--- src/pkg/ssmspi_consts.vh ---
`ifndef SSMSPI_CONSTS_VH
`define SSMSPI_CONSTS_VH

// Register word addresses on the plain register port.
`define SSMSPI_ADDR_MODE    2'h0
`define SSMSPI_ADDR_FORMAT  2'h1
`define SSMSPI_ADDR_DATA    2'h2

// Reset values.
`define SSMSPI_MODE_RST     8'hE0
`define SSMSPI_FORMAT_RST   8'h00
`define SSMSPI_DATA_RST     8'h00

// Operating mode field codes.
`define SSMSPI_OM_DIV4      3'h0
`define SSMSPI_OM_DIV16     3'h1
`define SSMSPI_OM_DIV64     3'h2
`define SSMSPI_OM_SUBCLK    3'h3
`define SSMSPI_OM_TIMER     3'h4
`define SSMSPI_OM_SLAVE     3'h5
`define SSMSPI_OM_TWOWIRE   3'h6
`define SSMSPI_OM_UNUSED    3'h7

// Field positions in serial_mode_control.
`define SSMSPI_OM_HI        7
`define SSMSPI_OM_LO        5
`define SSMSPI_FLT_BIT      4
`define SSMSPI_DIR_BIT      3
`define SSMSPI_WIRE_BIT     2
`define SSMSPI_EN_BIT       1
`define SSMSPI_ICF_BIT      0

// Field positions in serial_format_control.
`define SSMSPI_SPARE_BIT    7
`define SSMSPI_ACT_BIT      6
`define SSMSPI_POL_BIT      5
`define SSMSPI_EDGE_BIT     4
`define SSMSPI_ORDER_BIT    3
`define SSMSPI_SELECT_PIN_CONTROL_BIT     2
`define SSMSPI_WRITE_COLLISION_FLAG_BIT     1
`define SSMSPI_TRF_BIT      0

// System clock cycles per half shift-clock period in divided master modes.
`define SSMSPI_HALF_DIV4    6'd2
`define SSMSPI_HALF_DIV16   6'd8
`define SSMSPI_HALF_DIV64   6'd32

// Index of the last shift clock edge in one byte, and of the last captured bit in one byte.
`define SSMSPI_LAST_EDGE    5'd15
`define SSMSPI_LAST_BIT     4'd7

`endif

--- src/hdl/ssmspi_core.v ---
// The placing of the registers and the strobed register port are this design's own decisions.
`timescale 1ns/1ps
`default_nettype none
`include "ssmspi_consts.vh"

module ssmspi_core
(
    input  wire       clock,
    input  wire       rst_n,
    input  wire [1:0] regAddr,
    input  wire [7:0] regWrData,
    input  wire       regWrStb,
    input  wire       regRdStb,
    output reg  [7:0] regRdData_r,
    input  wire       sckIn,
    output reg        sckOut_r,
    output reg        sckOe_r,
    input  wire       sdioIn,
    output reg        sdioOut_r,
    output reg        sdioOe_r,
    output reg        sdoOut_r,
    output reg        sdoOe_r,
    input  wire       slaveSelectInN,
    output reg        slaveSelectOutN_r,
    output reg        slaveSelectOe_r,
    input  wire       subClkIn,
    input  wire       tmrOvfIn,
    output reg        irqPulse_r
);

    // Control and status fields of serial_mode_control.
    reg  [2:0] opMode_r;
    reg        pinFlt_r;
    reg        dirTx_r;
    reg        wire3_r;
    reg        enable_r;
    reg        icf_r;
    // Control and status fields of serial_format_control.
    reg        spare7_r;
    reg        polLow_r;
    reg        edgeSel_r;
    reg        msbFirst_r;
    reg        select_pin_control_r;
    reg        write_collision_flag_r;
    reg        trf_r;
    // Data path and sequencing state.
    reg  [7:0] dataReg_r;
    reg  [7:0] txReg_r;
    reg  [7:0] rxReg_r;
    reg  [3:0] capCnt_r;
    reg  [4:0] edgeCnt_r;
    reg  [2:0] outIdx_r;
    reg        busy_r;
    reg        sdioDrive_r;

    wire       spiOn;
    wire       isMaster;
    wire       isSlave;
    wire       receiving;
    wire       idleLvl;
    wire       slvSelected;
    wire       halfTick;
    wire       sckRise;
    wire       sckFall;
    wire       ssRise;
    wire       ssFall;
    wire       mEdge;
    wire       sEdge;
    wire       edgeEv;
    wire       leadEv;
    wire       capEv;
    wire       shiftEv;
    wire       inBusy;
    wire       wrMode;
    wire       wrFmt;
    wire       wrData;
    wire       collide;
    wire       startXfer;
    wire       mDone;
    wire       sDone;
    wire       abortEv;
    wire       doneEv;
    wire       txBit;
    reg  [7:0] rxNext;

    assign spiOn     = enable_r && (opMode_r != `SSMSPI_OM_TWOWIRE) && (opMode_r != `SSMSPI_OM_UNUSED);
    assign isMaster  = (opMode_r <= `SSMSPI_OM_TIMER);
    assign isSlave   = (opMode_r == `SSMSPI_OM_SLAVE);
    assign receiving = !wire3_r || !dirTx_r;
    assign idleLvl   = ~polLow_r;
    assign slvSelected = !select_pin_control_r || !slaveSelectInN;

    // Master shift clock source: divided system clock, sub clock or timer overflow.
    // clock source select
    ssmspi_tick_gen
    #(
        .CNT_W    (6)
    )
    u_tick
    (
        .clock    (clock),
        .rst_n    (rst_n),
        .run      (busy_r),
        .srcSel   (opMode_r),
        .subClkIn (subClkIn),
        .tmrOvfIn (tmrOvfIn),
        .halfTick (halfTick)
    );

    // Edges of the external clock, used only in slave operation.
    ssmspi_edge_det u_sck
    (
        .clock (clock),
        .rst_n (rst_n),
        .level (sckIn),
        .rise  (sckRise),
        .fall  (sckFall)
    );

    // A rising select line breaks off a slave byte; a whole byte ends on its eighth capture edge.
    ssmspi_edge_det u_ss
    (
        .clock (clock),
        .rst_n (rst_n),
        .level (slaveSelectInN),
        .rise  (ssRise),
        .fall  (ssFall)
    );

    // The master times its own edges; the slave only follows the external clock.
    // slave uses external clock
    assign mEdge  = spiOn && isMaster && busy_r && halfTick;
    assign sEdge  = spiOn && isSlave && slvSelected && (sckRise || sckFall);
    assign edgeEv = mEdge || sEdge;
    assign leadEv = isMaster ? (sckOut_r == idleLvl) : (polLow_r ? sckRise : sckFall);

    // The edge bit set means capture on the leading edge, clear means trailing.
    // capture edge choice
    assign capEv   = edgeEv && (edgeSel_r ? leadEv : !leadEv);
    // The very first leading edge in trailing-capture form presents bit 0, not bit 1.
    assign shiftEv = edgeEv && (edgeSel_r ? !leadEv : leadEv) && (capCnt_r != 4'd0);

    assign txBit = msbFirst_r ? txReg_r[3'd7 - outIdx_r] : txReg_r[outIdx_r];

    // Incoming bit merged into the receive shifter in the chosen order.
    always @*
    begin
        rxNext = rxReg_r;
        if (capEv)
            rxNext = msbFirst_r ? {rxReg_r[6:0], sdioIn} : {sdioIn, rxReg_r[7:1]};
    end

    // Register port decode.
    assign wrMode = regWrStb && (regAddr == `SSMSPI_ADDR_MODE);
    assign wrFmt  = regWrStb && (regAddr == `SSMSPI_ADDR_FORMAT);
    assign wrData = regWrStb && (regAddr == `SSMSPI_ADDR_DATA);

    // A byte is in flight while the master runs or the slave has counted clocks.
    assign inBusy    = busy_r || (capCnt_r != 4'd0);
    assign collide   = wrData && inBusy;
    assign startXfer = wrData && !inBusy && spiOn && isMaster;

    // Master ends on the sixteenth edge so the clock is back at idle level.
    assign mDone   = mEdge && (edgeCnt_r == `SSMSPI_LAST_EDGE);
    assign sDone   = sEdge && capEv && (capCnt_r == `SSMSPI_LAST_BIT);
    assign abortEv = spiOn && isSlave && select_pin_control_r && ssRise && (capCnt_r != 4'd0);
    assign doneEv  = mDone || sDone;

    // Control registers: only software writes them, so enabling the module keeps them.
    // contents kept on enable
    always @(posedge clock)
    begin
        if (!rst_n)
        begin
            opMode_r   <= `SSMSPI_OM_UNUSED;
            pinFlt_r   <= 1'b0;
            dirTx_r    <= 1'b0;
            wire3_r    <= 1'b0;
            enable_r   <= 1'b0;
            spare7_r   <= 1'b0;
            polLow_r   <= 1'b0;
            edgeSel_r  <= 1'b0;
            msbFirst_r <= 1'b0;
            select_pin_control_r     <= 1'b0;
        end
        else
        begin
            if (wrMode)
            begin
                opMode_r <= regWrData[`SSMSPI_OM_HI:`SSMSPI_OM_LO];
                pinFlt_r <= regWrData[`SSMSPI_FLT_BIT];
                dirTx_r  <= regWrData[`SSMSPI_DIR_BIT];
                wire3_r  <= regWrData[`SSMSPI_WIRE_BIT];
                enable_r <= regWrData[`SSMSPI_EN_BIT];
            end
            if (wrFmt)
            begin
                spare7_r   <= regWrData[`SSMSPI_SPARE_BIT];
                polLow_r   <= regWrData[`SSMSPI_POL_BIT];
                edgeSel_r  <= regWrData[`SSMSPI_EDGE_BIT];
                msbFirst_r <= regWrData[`SSMSPI_ORDER_BIT];
                select_pin_control_r     <= regWrData[`SSMSPI_SELECT_PIN_CONTROL_BIT];
            end
        end
    end

    // Status flags: a hardware set in the same cycle as a software clear wins.
    always @(posedge clock)
    begin
        if (!rst_n)
        begin
            icf_r      <= 1'b0;
            write_collision_flag_r     <= 1'b0;
            trf_r      <= 1'b0;
            irqPulse_r <= 1'b0;
        end
        else
        begin
            if (abortEv)
                icf_r <= 1'b1;
            else if (wrMode)
                icf_r <= regWrData[`SSMSPI_ICF_BIT];
            if (collide)
                write_collision_flag_r <= 1'b1;
            else if (wrFmt)
                write_collision_flag_r <= regWrData[`SSMSPI_WRITE_COLLISION_FLAG_BIT];
            if (doneEv || abortEv)
                trf_r <= 1'b1;
            else if (wrFmt)
                trf_r <= regWrData[`SSMSPI_TRF_BIT];
            irqPulse_r <= doneEv || abortEv;
        end
    end

    // Transfer sequencer and shared data register.
    always @(posedge clock)
    begin
        if (!rst_n)
        begin
            dataReg_r   <= `SSMSPI_DATA_RST;
            txReg_r     <= `SSMSPI_DATA_RST;
            rxReg_r     <= `SSMSPI_DATA_RST;
            capCnt_r    <= 4'd0;
            edgeCnt_r   <= 5'd0;
            outIdx_r    <= 3'd0;
            busy_r      <= 1'b0;
            sdioDrive_r <= 1'b0;
            sckOut_r    <= 1'b1;
        end
        else if (!spiOn)
        begin
            // Disabled: everything in flight is dropped, data stays readable.
            if (wrData)
            begin
                dataReg_r <= regWrData;
                txReg_r   <= regWrData;
            end
            capCnt_r    <= 4'd0;
            edgeCnt_r   <= 5'd0;
            outIdx_r    <= 3'd0;
            busy_r      <= 1'b0;
            sdioDrive_r <= 1'b0;
            sckOut_r    <= idleLvl;
        end
        else
        begin
            if (wrData && !inBusy)
            begin
                dataReg_r <= regWrData;
                txReg_r   <= regWrData;
                outIdx_r  <= 3'd0;
                rxReg_r   <= `SSMSPI_DATA_RST;
                if (wire3_r && dirTx_r)
                    sdioDrive_r <= 1'b1;
            end
            else if (wrMode && !regWrData[`SSMSPI_DIR_BIT] && !inBusy)
                sdioDrive_r <= 1'b0; // direction clear releases
            if (startXfer)
            begin
                busy_r    <= 1'b1;
                edgeCnt_r <= 5'd0;
                capCnt_r  <= 4'd0;
            end
            if (!busy_r && !startXfer)
                sckOut_r <= idleLvl;
            if (mEdge)
            begin
                sckOut_r  <= ~sckOut_r;
                edgeCnt_r <= edgeCnt_r + 5'd1;
            end
            if (capEv)
            begin
                rxReg_r  <= rxNext;
                capCnt_r <= capCnt_r + 4'd1;
            end
            if (shiftEv)
                outIdx_r <= outIdx_r + 3'd1;
            if (doneEv)
            begin
                busy_r    <= 1'b0;
                capCnt_r  <= 4'd0;
                outIdx_r  <= 3'd0;
                edgeCnt_r <= 5'd0;
                if (receiving)
                    dataReg_r <= rxNext;
                if (wire3_r && dirTx_r && pinFlt_r)
                    sdioDrive_r <= 1'b0;
            end
            if (abortEv)
            begin
                capCnt_r <= 4'd0;
                outIdx_r <= 3'd0;
            end
            else if (isSlave && ssFall)
                outIdx_r <= 3'd0;
        end
    end

    // Pin drivers are registered; they follow the sequencer by one cycle.
    always @(posedge clock)
    begin
        if (!rst_n)
        begin
            sckOe_r           <= 1'b0;
            sdioOut_r         <= 1'b1;
            sdioOe_r          <= 1'b0;
            sdoOut_r          <= 1'b1;
            sdoOe_r           <= 1'b0;
            slaveSelectOutN_r <= 1'b1;
            slaveSelectOe_r   <= 1'b0;
        end
        else
        begin
            sckOe_r           <= spiOn && isMaster;
            sdoOe_r           <= spiOn && !wire3_r;
            sdoOut_r          <= spiOn ? txBit : 1'b1;
            sdioOe_r          <= spiOn && wire3_r && dirTx_r && sdioDrive_r;
            sdioOut_r         <= txBit;
            slaveSelectOe_r   <= spiOn && isMaster && select_pin_control_r;
            slaveSelectOutN_r <= !busy_r;
        end
    end

    // Read data stand in the cycle after the read strobe only.
    always @(posedge clock)
    begin
        if (!rst_n)
            regRdData_r <= 8'h00;
        else if (regRdStb)
        begin
            case (regAddr)
                `SSMSPI_ADDR_MODE:
                    regRdData_r <= {opMode_r, pinFlt_r, dirTx_r, wire3_r, enable_r, icf_r};
                `SSMSPI_ADDR_FORMAT:
                    regRdData_r <= {spare7_r, (capCnt_r != 4'd0), polLow_r, edgeSel_r,
                                    msbFirst_r, select_pin_control_r, write_collision_flag_r, trf_r};
                `SSMSPI_ADDR_DATA:
                    regRdData_r <= dataReg_r;
                default:
                    regRdData_r <= 8'h00;
            endcase
        end
        else
            regRdData_r <= 8'h00;
    end

endmodule
`default_nettype wire

--- src/hdl/ssmspi_edge_det.v ---
`timescale 1ns/1ps
`default_nettype none

module ssmspi_edge_det
(
    input  wire clock,
    input  wire rst_n,
    input  wire level,
    output wire rise,
    output wire fall
);

    reg prev_r;

    // The previous sample starts high so an idle-high line shows no edge at reset.
    always @(posedge clock)
    begin
        if (!rst_n)
            prev_r <= 1'b1;
        else
            prev_r <= level;
    end

    // Edges are one-cycle pulses seen in the cycle the new level arrives.
    assign rise = level & ~prev_r;
    assign fall = ~level & prev_r;

endmodule
`default_nettype wire

--- src/hdl/ssmspi_tick_gen.v ---
`timescale 1ns/1ps
`default_nettype none
`include "ssmspi_consts.vh"

module ssmspi_tick_gen
#(
    parameter CNT_W = 6
)
(
    input  wire       clock,
    input  wire       rst_n,
    input  wire       run,
    input  wire [2:0] srcSel,
    input  wire       subClkIn,
    input  wire       tmrOvfIn,
    output reg        halfTick
);

    reg  [CNT_W-1:0] cnt_r;
    reg              subPrev_r;
    reg  [CNT_W-1:0] halfLen;
    wire             subEdge;

    // Both sub clock edges count, so the shift clock runs at the sub clock rate.
    assign subEdge = subClkIn ^ subPrev_r;

    // Half period length for the divided system clock sources.
    always @*
    begin
        case (srcSel)
            `SSMSPI_OM_DIV4:  halfLen = `SSMSPI_HALF_DIV4;
            `SSMSPI_OM_DIV16: halfLen = `SSMSPI_HALF_DIV16;
            default:          halfLen = `SSMSPI_HALF_DIV64;
        endcase
    end

    // The counter restarts with each transfer so the first half period is full length.
    always @(posedge clock)
    begin
        if (!rst_n)
        begin
            cnt_r     <= {CNT_W{1'b0}};
            subPrev_r <= 1'b0;
            halfTick  <= 1'b0;
        end
        else
        begin
            subPrev_r <= subClkIn;
            halfTick  <= 1'b0;
            if (!run)
                cnt_r <= {CNT_W{1'b0}};
            else if (srcSel == `SSMSPI_OM_SUBCLK)
                halfTick <= subEdge;
            else if (srcSel == `SSMSPI_OM_TIMER)
                halfTick <= tmrOvfIn; // Two overflows make one shift clock period.
            else if (cnt_r == halfLen - {{(CNT_W-1){1'b0}}, 1'b1})
            begin
                cnt_r    <= {CNT_W{1'b0}};
                halfTick <= 1'b1;
            end
            else
                cnt_r <= cnt_r + {{(CNT_W-1){1'b0}}, 1'b1};
        end
    end

endmodule
`default_nettype wire

--- config.mk ---
export PLATFORM = sky130hd
export DESIGN_NAME = ssmspi_core
export DESIGN_NICKNAME = d
export VERILOG_FILES = /design/src/hdl/ssmspi_core.v /design/src/hdl/ssmspi_edge_det.v /design/src/hdl/ssmspi_tick_gen.v
export VERILOG_INCLUDE_DIRS = /design/src /design/src/pkg
export SDC_FILE = /design/constraint.sdc
export NUM_CORES = 1
export LEC_CHECK = 0
export ABC_AREA = 1
export BUFFER_PORTS_ARGS = -buffer_cell sky130_fd_sc_hd__buf_4
export CORE_ASPECT_RATIO = 2
export CORE_UTILIZATION = 30
export CTS_BUF_LIST = sky130_fd_sc_hd__clkbuf_8
export DETAILED_ROUTE_END_ITERATION = 7
export PLACE_DENSITY = 0.52
export SETUP_SLACK_MARGIN = 0.2
export SYNTH_ARGS = -nofsm -noshare
export SYNTH_HDL_FRONTEND = slang
export SYNTH_HIERARCHICAL = 1
export SYNTH_SLANG_ARGS = --single-unit
export TNS_END_PERCENT = 10
--- constraint.sdc ---
create_clock -name clock -period 2.4 [get_ports clock]
set_input_delay 0.12 -clock clock [delete_from_list [all_inputs] [get_ports clock]]
set_output_delay 0.12 -clock clock [all_outputs]
set_load 0.01 [all_outputs]
# After elaboration in Yosys (flattened, before gate mapping)
# Index checks and enable logic that the tools add are counted.
# word_totals
ff_bits,80
latchBits,0
ramBits,0
romBits,0
inputBits,19
output_inout_bits,17
wordCells,191
n_memories,0
# op_classes
addsub,6
multipliers,0
div_mod_pow,0
order_cmp,3
n_eq_ne,14
shift,0
mux,46
bitwise,15
reduce_logical,71
# ops
operator,count
two-way mux 8 bit,11
logical AND 1 bit,35
two-way mux 1 bit,24
one-hot mux 8 bit (3 select lines),1
nonzero test 2 bit,8
one-hot mux 6 bit (2 select lines),1
AND reduction 2 bit,6
two-way mux 5 bit,2
inverter 1 bit,10
logical NOT 1 bit,9
< comparator 3 x 4 -> 1 bit (second input constant),2
two-way mux 4 bit,2
logical OR 1 bit,7
adder 6 x 1 -> 6 bit (second input constant),1
binary-select mux 1 bit (select 3 bit),2
equality test 3 bit (second input constant),2
equality test 6 bit,1
two-way mux 3 bit,2
two-way mux 6 bit,1
inequality test 3 bit (second input constant),2
subtractor 6 x 1 -> 6 bit (second input constant),1
adder 5 x 1 -> 5 bit (second input constant),1
equality test 5 x 4 -> 1 bit (second input constant),1
OR reduction 5 bit,1
other kinds (19),22

# Depth between registers and ports, before layout
# Gate-level depths: netlist (run 1).
# depth
word_depth,13
mapped_depth,15
mapped_depth_nobuf,14

# By module
# The synthesis (run 1) kept the hierarchy.
# by_module_without_submodules
mod,instances,cells_per_inst,area_each_um2,seq_area_each_um2
ssmspi_core,1,537,3618.5,1401.3
ssmspi_tick_gen,1,72,490.5,160.2
ssmspi_edge_det,2,6,38.8,20.0

# Least setup slack after synthesis (run 1)
# Ideal clock, no wire load.
# synth_path
path_type,flip-flop to flip-flop
start,reg capCnt_r[0]
end,reg txReg_r[3]
setup_ns,0.122
arrival_time_ns,1.514
t_required_ns,2.278
path_slack_ns,0.765
path_stages_with_launch,11
path_buffers,0
period_less_slack_ns,1.635
cell_sequence,dfxtp_1 inv_1 ha_1 nand2_1 nor2_1 nand3_4 clkinv_2 nor2_2 inv_2 o21ai_0 a21oi_1
# synth_via
elab_chain_len,6
# synth_rtl
element,line,rtl
"start, declared",ssmspi_core.v:50,reg [3:0] capCnt_r;
"start signal, assigned",ssmspi_core.v:294,capCnt_r <= capCnt_r + 4'd1;
nonzero test 4 bit,ssmspi_core.v:159,assign inBusy = busy_r || (capCnt_r != 4'd0);
logical OR 1 bit,ssmspi_core.v:159,
logical NOT 1 bit,ssmspi_core.v:267,if (wrData && !inBusy)
logical AND 1 bit,ssmspi_core.v:267,
inequality test 2 x 1 -> 1 bit (no source line),-,
AND reduction 2 bit (no source line),-,
"end signal, assigned",ssmspi_core.v:241,txReg_r <= `SSMSPI_DATA_RST;
"end signal, assigned",ssmspi_core.v:256,txReg_r <= regWrData;
"end signal, assigned",ssmspi_core.v:270,txReg_r <= regWrData;
"end, declared",ssmspi_core.v:48,reg [7:0] txReg_r;
# Every way passes these cells.
# A chain may end at the register's enable or synchronous reset.

# Final worst setup path (run 1)
# Same ends and word-level chain as after synthesis.

==> results.py, run 1 <==
metrics = {
    "finish": {
        "drive_gt1_share_pct": 15.0,
        "nNetsFinal": 686,
        "final_common_cell": "nand2_1",
        "antenna_cells": 0,
        "syn_to_final_growth_pct": 15.5,
        "layout_common_cells": "nand2_1 (152), inv_1 (93), dfxtp_1 (77), nor2_1 (63), a21oi_1 (62)",
    },
    "clock_network": {
        "cts_setup_buffers": 0,
        "cts_buffers": 9,
        "worstSkewPairLatency_ps": 380,
        "cts_max_level": 3,
        "clock_path_buffers": 2,
        "cts_tree": "done",
        "cts.sinks": 80,
        "root_buffer": "clkbuf_8",
        "path_clk_slew_ps": 100,
    },
    "placed_design": {
        "port-buffer-count": 35,
        "gp_congestion": 0.909,
        "dpl.hpwl_mm": 9.69,
    },
    "route": {
        "drc": 0,
        "vias_per_cell": 4.95,
        "drt_iter0_markers": 207,
        "wl_per_cell_um": 15.0,
        "routed_wl_mm": 12.3,
        "firstDrtPassIters": 4,
        "ant_nets": 0,
        "vias": 4062,
    },
    "outcome": {
        "outcome": "completed",
    },
    "floorplanning": {
        "num_rows": 60,
        "fp.dieH_um": 169,
        "dieArea_um2": 14500,
        "die-width_um": 85.5,
        "core_um2": 13500,
        "start_util_pct": 31.0,
        "io_pins": 36,
    },
    "logic_synthesis": {
        "syn_nets": 646,
        "synth.avg_cell_area_um2": 6.74,
        "syn_area_um2": 4190,
        "synth_edf_count": 0,
        "async_flop_share_pct": 0,
        "seq_area_frac_synth_pct": 38.3,
        "synth_area_leaders": "dfxtp_1 (38%), nand2_1 (14%), inv_1 (8.3%)",
        "synth.distinct_cells": 42,
        "syn_inst": 621,
        "synth_area_leader_cell": "dfxtp_1",
        "ys_warn_count": 6,
        "synth_seq_cells": 80,
        "synth_flop_cell": "dfxtp_1",
        "yosysTopAreaCellShare_pct": 38.3,
    },
    "grt": {
        "antenna_found_initial": 0,
        "use_met2_pct": 34.4,
        "grt_max_degree": 28,
        "globalRouteMet1Util_pct": 17.5,
        "grt_pass1_wl_mm": 19.8,
        "grt_pass1_vias": 3946,
        "grt_usage_pct": 18.1,
        "use_met3_pct": 3.41,
        "overflow": 0,
        "grt.busiest_layer": "met2",
    },
    "power": {
        "p_leak_nw": 2.09,
        "ir_drop_uv": 224,
        "powerDensity_nw_per_um2": 553,
        "power_mw": 2.67,
    },
    "worst_setup_path": {
        "critPathLaunchType": "flop",
        "crit_path_end_kind": "flop",
        "cp_max_fo": 14,
        "critPathArrivalTime_ps": 2280,
        "worstSetupPathType": "reg -> reg",
        "cp.required_ps": 2650,
    },
    "timing": {
        "finalMaxSlewViolations": 0,
        "fmax_mhz": 494,
        "hold_viol": 0,
        "worstMarginPinSlew_ps": 568,
        "fin_worst_skew_ps": 17.6,
        "setup_viol_count_final": 0,
        "fin_crit_ps": 2030,
        "slew_headroom_pct": 62.0,
        "min_period_over_period_pct": 84.4,
        "setup-tns-final_ps": 0,
        "grt_setup_unrepaired": "yes",
    },
    "worst_hold_path": {
        "hold_path.class": "in -> reg",
    },
    "flow_run": {
        "maxCapViolCount": 0,
    },
}
cell type report:
type	count	area, um2
clock buffer	9	124
clock inverter	7	68.8
fill	1457	8680
inverter	102	384
multi-input combinational	426	2130
sequential	80	1610
tap	155	194
timing repair buffer	42	325
worst paths after layout:
path / startpoint / endpoint / slack [ps] / cells past startpoint
hold reg to reg: edgeCnt_r[4] / edgeCnt_r[4] / 470 / 2
setup / recovery: capCnt_r[0] / txReg_r[3] / 370 / 10
hold / removal: regWrData[0] / trf_r / 10 / 3
setup reg to reg: capCnt_r[0] / txReg_r[3] / 370 / 10
synthesized netlist by cell type (5+ instances only):
cell / count
a21oi_1: 62
o211ai_1: 7
nand2_2: 11
nor2_2: 6
o221ai_1: 7
nand2_1: 152
nand4_1: 5
ha_1: 6
nand3_1: 36
inv_2: 7
nand3_2: 7
dfxtp_1: 80
nor2_1: 63
inv_1: 93
clkbuf_1: 8
o21ai_0: 30
cell families after synthesis:
logic type	Yosys count	synth area share, %
and+or+nand+nor	290	30.6
xor gates and xnor gates	5	1.05
AOI/OAI and AO/OA	125	17.5
buffers and inverters	115	10.8
DFF	80	38.3
adders and majority gates	6	1.79
timing repair:
action / CTS / global route
endpoints found under the hold margin: 4 / 0
resized for setup: 0 / 3
hold buffers: 4 / 0
endpoints found under the setup margin: 0 / 22
per-stage QoR:
step	cells	utilization [%]	hold slack, ps	worst slack, ps	area, um2
after floorplan	621	-	189	765	4190
final	821	35.8	14.5	374	4830
after detailed placement	801	34.0	327	323	4600
after global placement	801	34.0	319	368	4600
after global routing	821	35.8	19.5	143	4830
after CTS	821	35.7	7.81	291	4830
sequential cells by signal, summed over array words and instances (netlist names), 3 cells and up:
signal and cells:
regRdData_r 8, outIdx_r 3, dataReg_r 8, capCnt_r 4
txReg_r 8, rxReg_r 8, u_tick/cnt_r 6, opMode_r 3
edgeCnt_r 5
worst max-delay path, stage by stage, from the launching register on:
cell,delay (ps)
dfxtp_1,390
inv_1,80
ha_1,200
nand2_1,60
nor2_1,80
nand3_4,170
clkinv_2,210
nor2_2,360
inv_2,120
o21ai_0,160
a21oi_1,60
power breakdown:
part / total (mW) / leakage [nW] / internal (mW) / switching [mW]
clock network: 1.01 / 0.101 / 0.410 / 0.597
registers: 1.39 / 0.649 / 1.36 / 0.0288
logic: 0.275 / 1.34 / 0.0949 / 0.180
total: 2.67 / 2.09 / 1.87 / 0.807
routing by layer:
| layer | vias up | routed length (um) |
|---|---|---|
| li1 | 2071 | - |
| met1 | 1864 | 4560 |
| met2 | 95 | 6640 |
| met3 | 32 | 445 |
| met4 | 0 | 704 |
| met5 | - | 0 |
No activity file was read; power rests on OpenSTA's default activity.
==> inputs of run 2 (changes only) <==
==> constraint.sdc (replaced) <==
create_clock -name clock -period 2.1 [get_ports clock]
set_input_delay 0.105 -clock clock [delete_from_list [all_inputs] [get_ports clock]]
set_output_delay 0.105 -clock clock [all_outputs]
set_load 0.01 [all_outputs]
==> results.py, run 2 (synthesis results as in run 1) <==
metrics = {
    "outcome": {
        "outcome": "completed",
    },
    "grt": {
        "grt_pass1_wl_mm": 19.5,
        "overflow": 0,
        "grt_pass1_vias": 3868,
        "grt_max_degree": 28,
        "antenna_found_initial": 0,
        "grt_usage_pct": 17.7,
    },
    "finish": {
        "register_area_um2": 1610,
        "nNetsFinal": 695,
        "syn_to_final_growth_pct": 18.1,
        "antenna_cells": 0,
        "final_area_um2": 4940,
        "nFillCells": 1428,
        "utilization_pct": 36.6,
        "multi_input_area_um2": 2150,
        "final_common_cell": "nand2_1",
        "drive_gt1_share_pct": 16.7,
        "layout_common_cells": "nand2_1 (152), inv_1 (93), dfxtp_1 (76), a21oi_1 (62), nor2_1 (61)",
    },
    "timing": {
        "fin_worst_skew_ps": 17.6,
        "setup_ws_ps": 290,
        "fmax_mhz": 552,
        "grt_setup_unrepaired": "yes",
        "worstMarginPinSlew_ps": 600,
        "slew_headroom_pct": 60.0,
        "fin_crit_ps": 1810,
        "finalMaxSlewViolations": 0,
        "hold_viol": 0,
        "min_period_over_period_pct": 86.2,
        "setup_viol_count_final": 0,
        "setup-tns-final_ps": 0,
    },
    "floorplanning": {
        "start_util_pct": 31.0,
        "fp.dieH_um": 169,
        "core_um2": 13500,
        "dieArea_um2": 14500,
        "num_rows": 60,
        "io_pins": 36,
        "die-width_um": 85.5,
    },
    "route": {
        "firstDrtPassIters": 4,
        "drc": 0,
        "vias_per_cell": 4.85,
        "drt_iter0_markers": 147,
        "ant_nets": 0,
        "vias": 4025,
        "routed_wl_mm": 12.1,
        "wl_per_cell_um": 14.6,
    },
    "worst_hold_path": {
        "hold_path.class": "in -> reg",
        "min_from": "regRdStb",
    },
    "worst_setup_path": {
        "ff2ff_setup_slack_ps": 310,
        "cp_slowest_cell": "dlygate4sd3_1",
        "r2r_start": "capCnt_r[0]",
        "crit_path_end_kind": "flop",
        "worstSetupPathType": "in -> reg",
        "critical-path-top-cell-by-count": "nand2_1",
        "path_cells": "dlygate4sd3_1 > buf_4 > nor2_1 > inv_1 > nand2_1 > nand2_1 > nand2_1 > nand3_2 > nand3_2 > nand2_2 > nor2_1 > nand3_1 > a21oi_1",
        "critPathArrivalTime_ps": 2110,
        "cp_num_buf_inv": 3,
        "crit_path_start": "sckIn",
        "cp.required_ps": 2400,
        "critPathLaunchType": "primary input",
        "crit_family": "simple AND/OR/NAND/NOR gates",
        "cp_max_fo": 4,
        "cpPeakStageDelay_ps": 540,
    },
    "power": {
        "internal-power_mw": 2.23,
        "p_leak_nw": 2.15,
        "pwr-share-seq_pct": 51.1,
        "swShare_pct": 28.1,
        "netSwitchingPower_mw": 0.872,
        "power_mw": 3.11,
        "ir_drop_uv": 257,
        "clockPowerShare_pct": 38.4,
        "comb_power_share_pct": 10.5,
        "powerDensity_nw_per_um2": 628,
    },
    "placed_design": {
        "placed_cell_area_um2": 4660,
        "pre_cts_ws_ps": 225,
        "gp_congestion": 0.851,
        "dpl.hpwl_mm": 9.52,
        "port-buffer-count": 35,
    },
    "clock_network": {
        "cts_tree": "done",
        "cts.sinks": 80,
        "root_buffer": "clkbuf_8",
        "path_clk_slew_ps": 80,
        "clock_path_buffers": 2,
        "cts_buffers": 9,
        "cts_max_level": 3,
        "worstSkewPairLatency_ps": 370,
    },
    "flow_run": {
        "maxCapViolCount": 0,
    },
}
## run 2: cell count changes in the layout (fill, tap and decap cells not counted), sizes merged
cell,delta
buf,+9
clkinvlp,+1
bufinv,+1
inv,-2
## run 2: worst min-delay path, stage by stage
cell     delay, ps
buf_4           80
nand2_1         60
nor2_1         100
## run 2: cell type report
cell class | instances | area share (%)
clock buffer | 9 | 2.51
clock inverter | 7 | 1.57
inverter | 102 | 7.80
multi-input combinational | 426 | 43.5
sequential | 80 | 32.5
tap | 155 | 3.92
timing repair buffer | 51 | 8.20
## run 2: per-layer routing
layer	vias up	part of all wire (%)	global-route usage, %
li1	2091	-	-
met1	1793	38	17.3
met2	104	52	32.7
met3	37	3.5	3.12
met4	0	6.6	12.5
met5	-	0	0
## run 2: final timing paths
check / cells after the start / endpoint
worst min register to register: 2 / capCnt_r[3]
worst min-delay path: 3 / regRdData_r[6]
worst max register to register: 9 / sckOut_r
worst max-delay path: 13 / outIdx_r[1]
## run 2: power by group through the flow
stage / clock [mW] / sequential (mW) / combinational (mW)
2_1_floorplan: 0 / 1.62 / 0.187
3_3_place_gp: 0 / 1.62 / 0.316
3_5_place_dp: 0 / 1.62 / 0.315
4_1_cts: 1.23 / 1.59 / 0.323
5_1_grt: 1.29 / 1.59 / 0.362
6_report: 1.19 / 1.59 / 0.326
## run 2: repair_timing
action	4_1_cts	5_1_grt
gates resized for setup	0	9
buffers inserted	0	1
hold endpoints to repair	4	0
endpoints found under the setup margin	0	35
hold buffers	4	0
## run 2: through the flow
stage                     std cells  hold slack, ps
after CTS                       829            2.09
after floorplan                 621             174
final                           830            6.52
after global placement          809             303
after detailed placement        809             309
after global routing            830            10.6
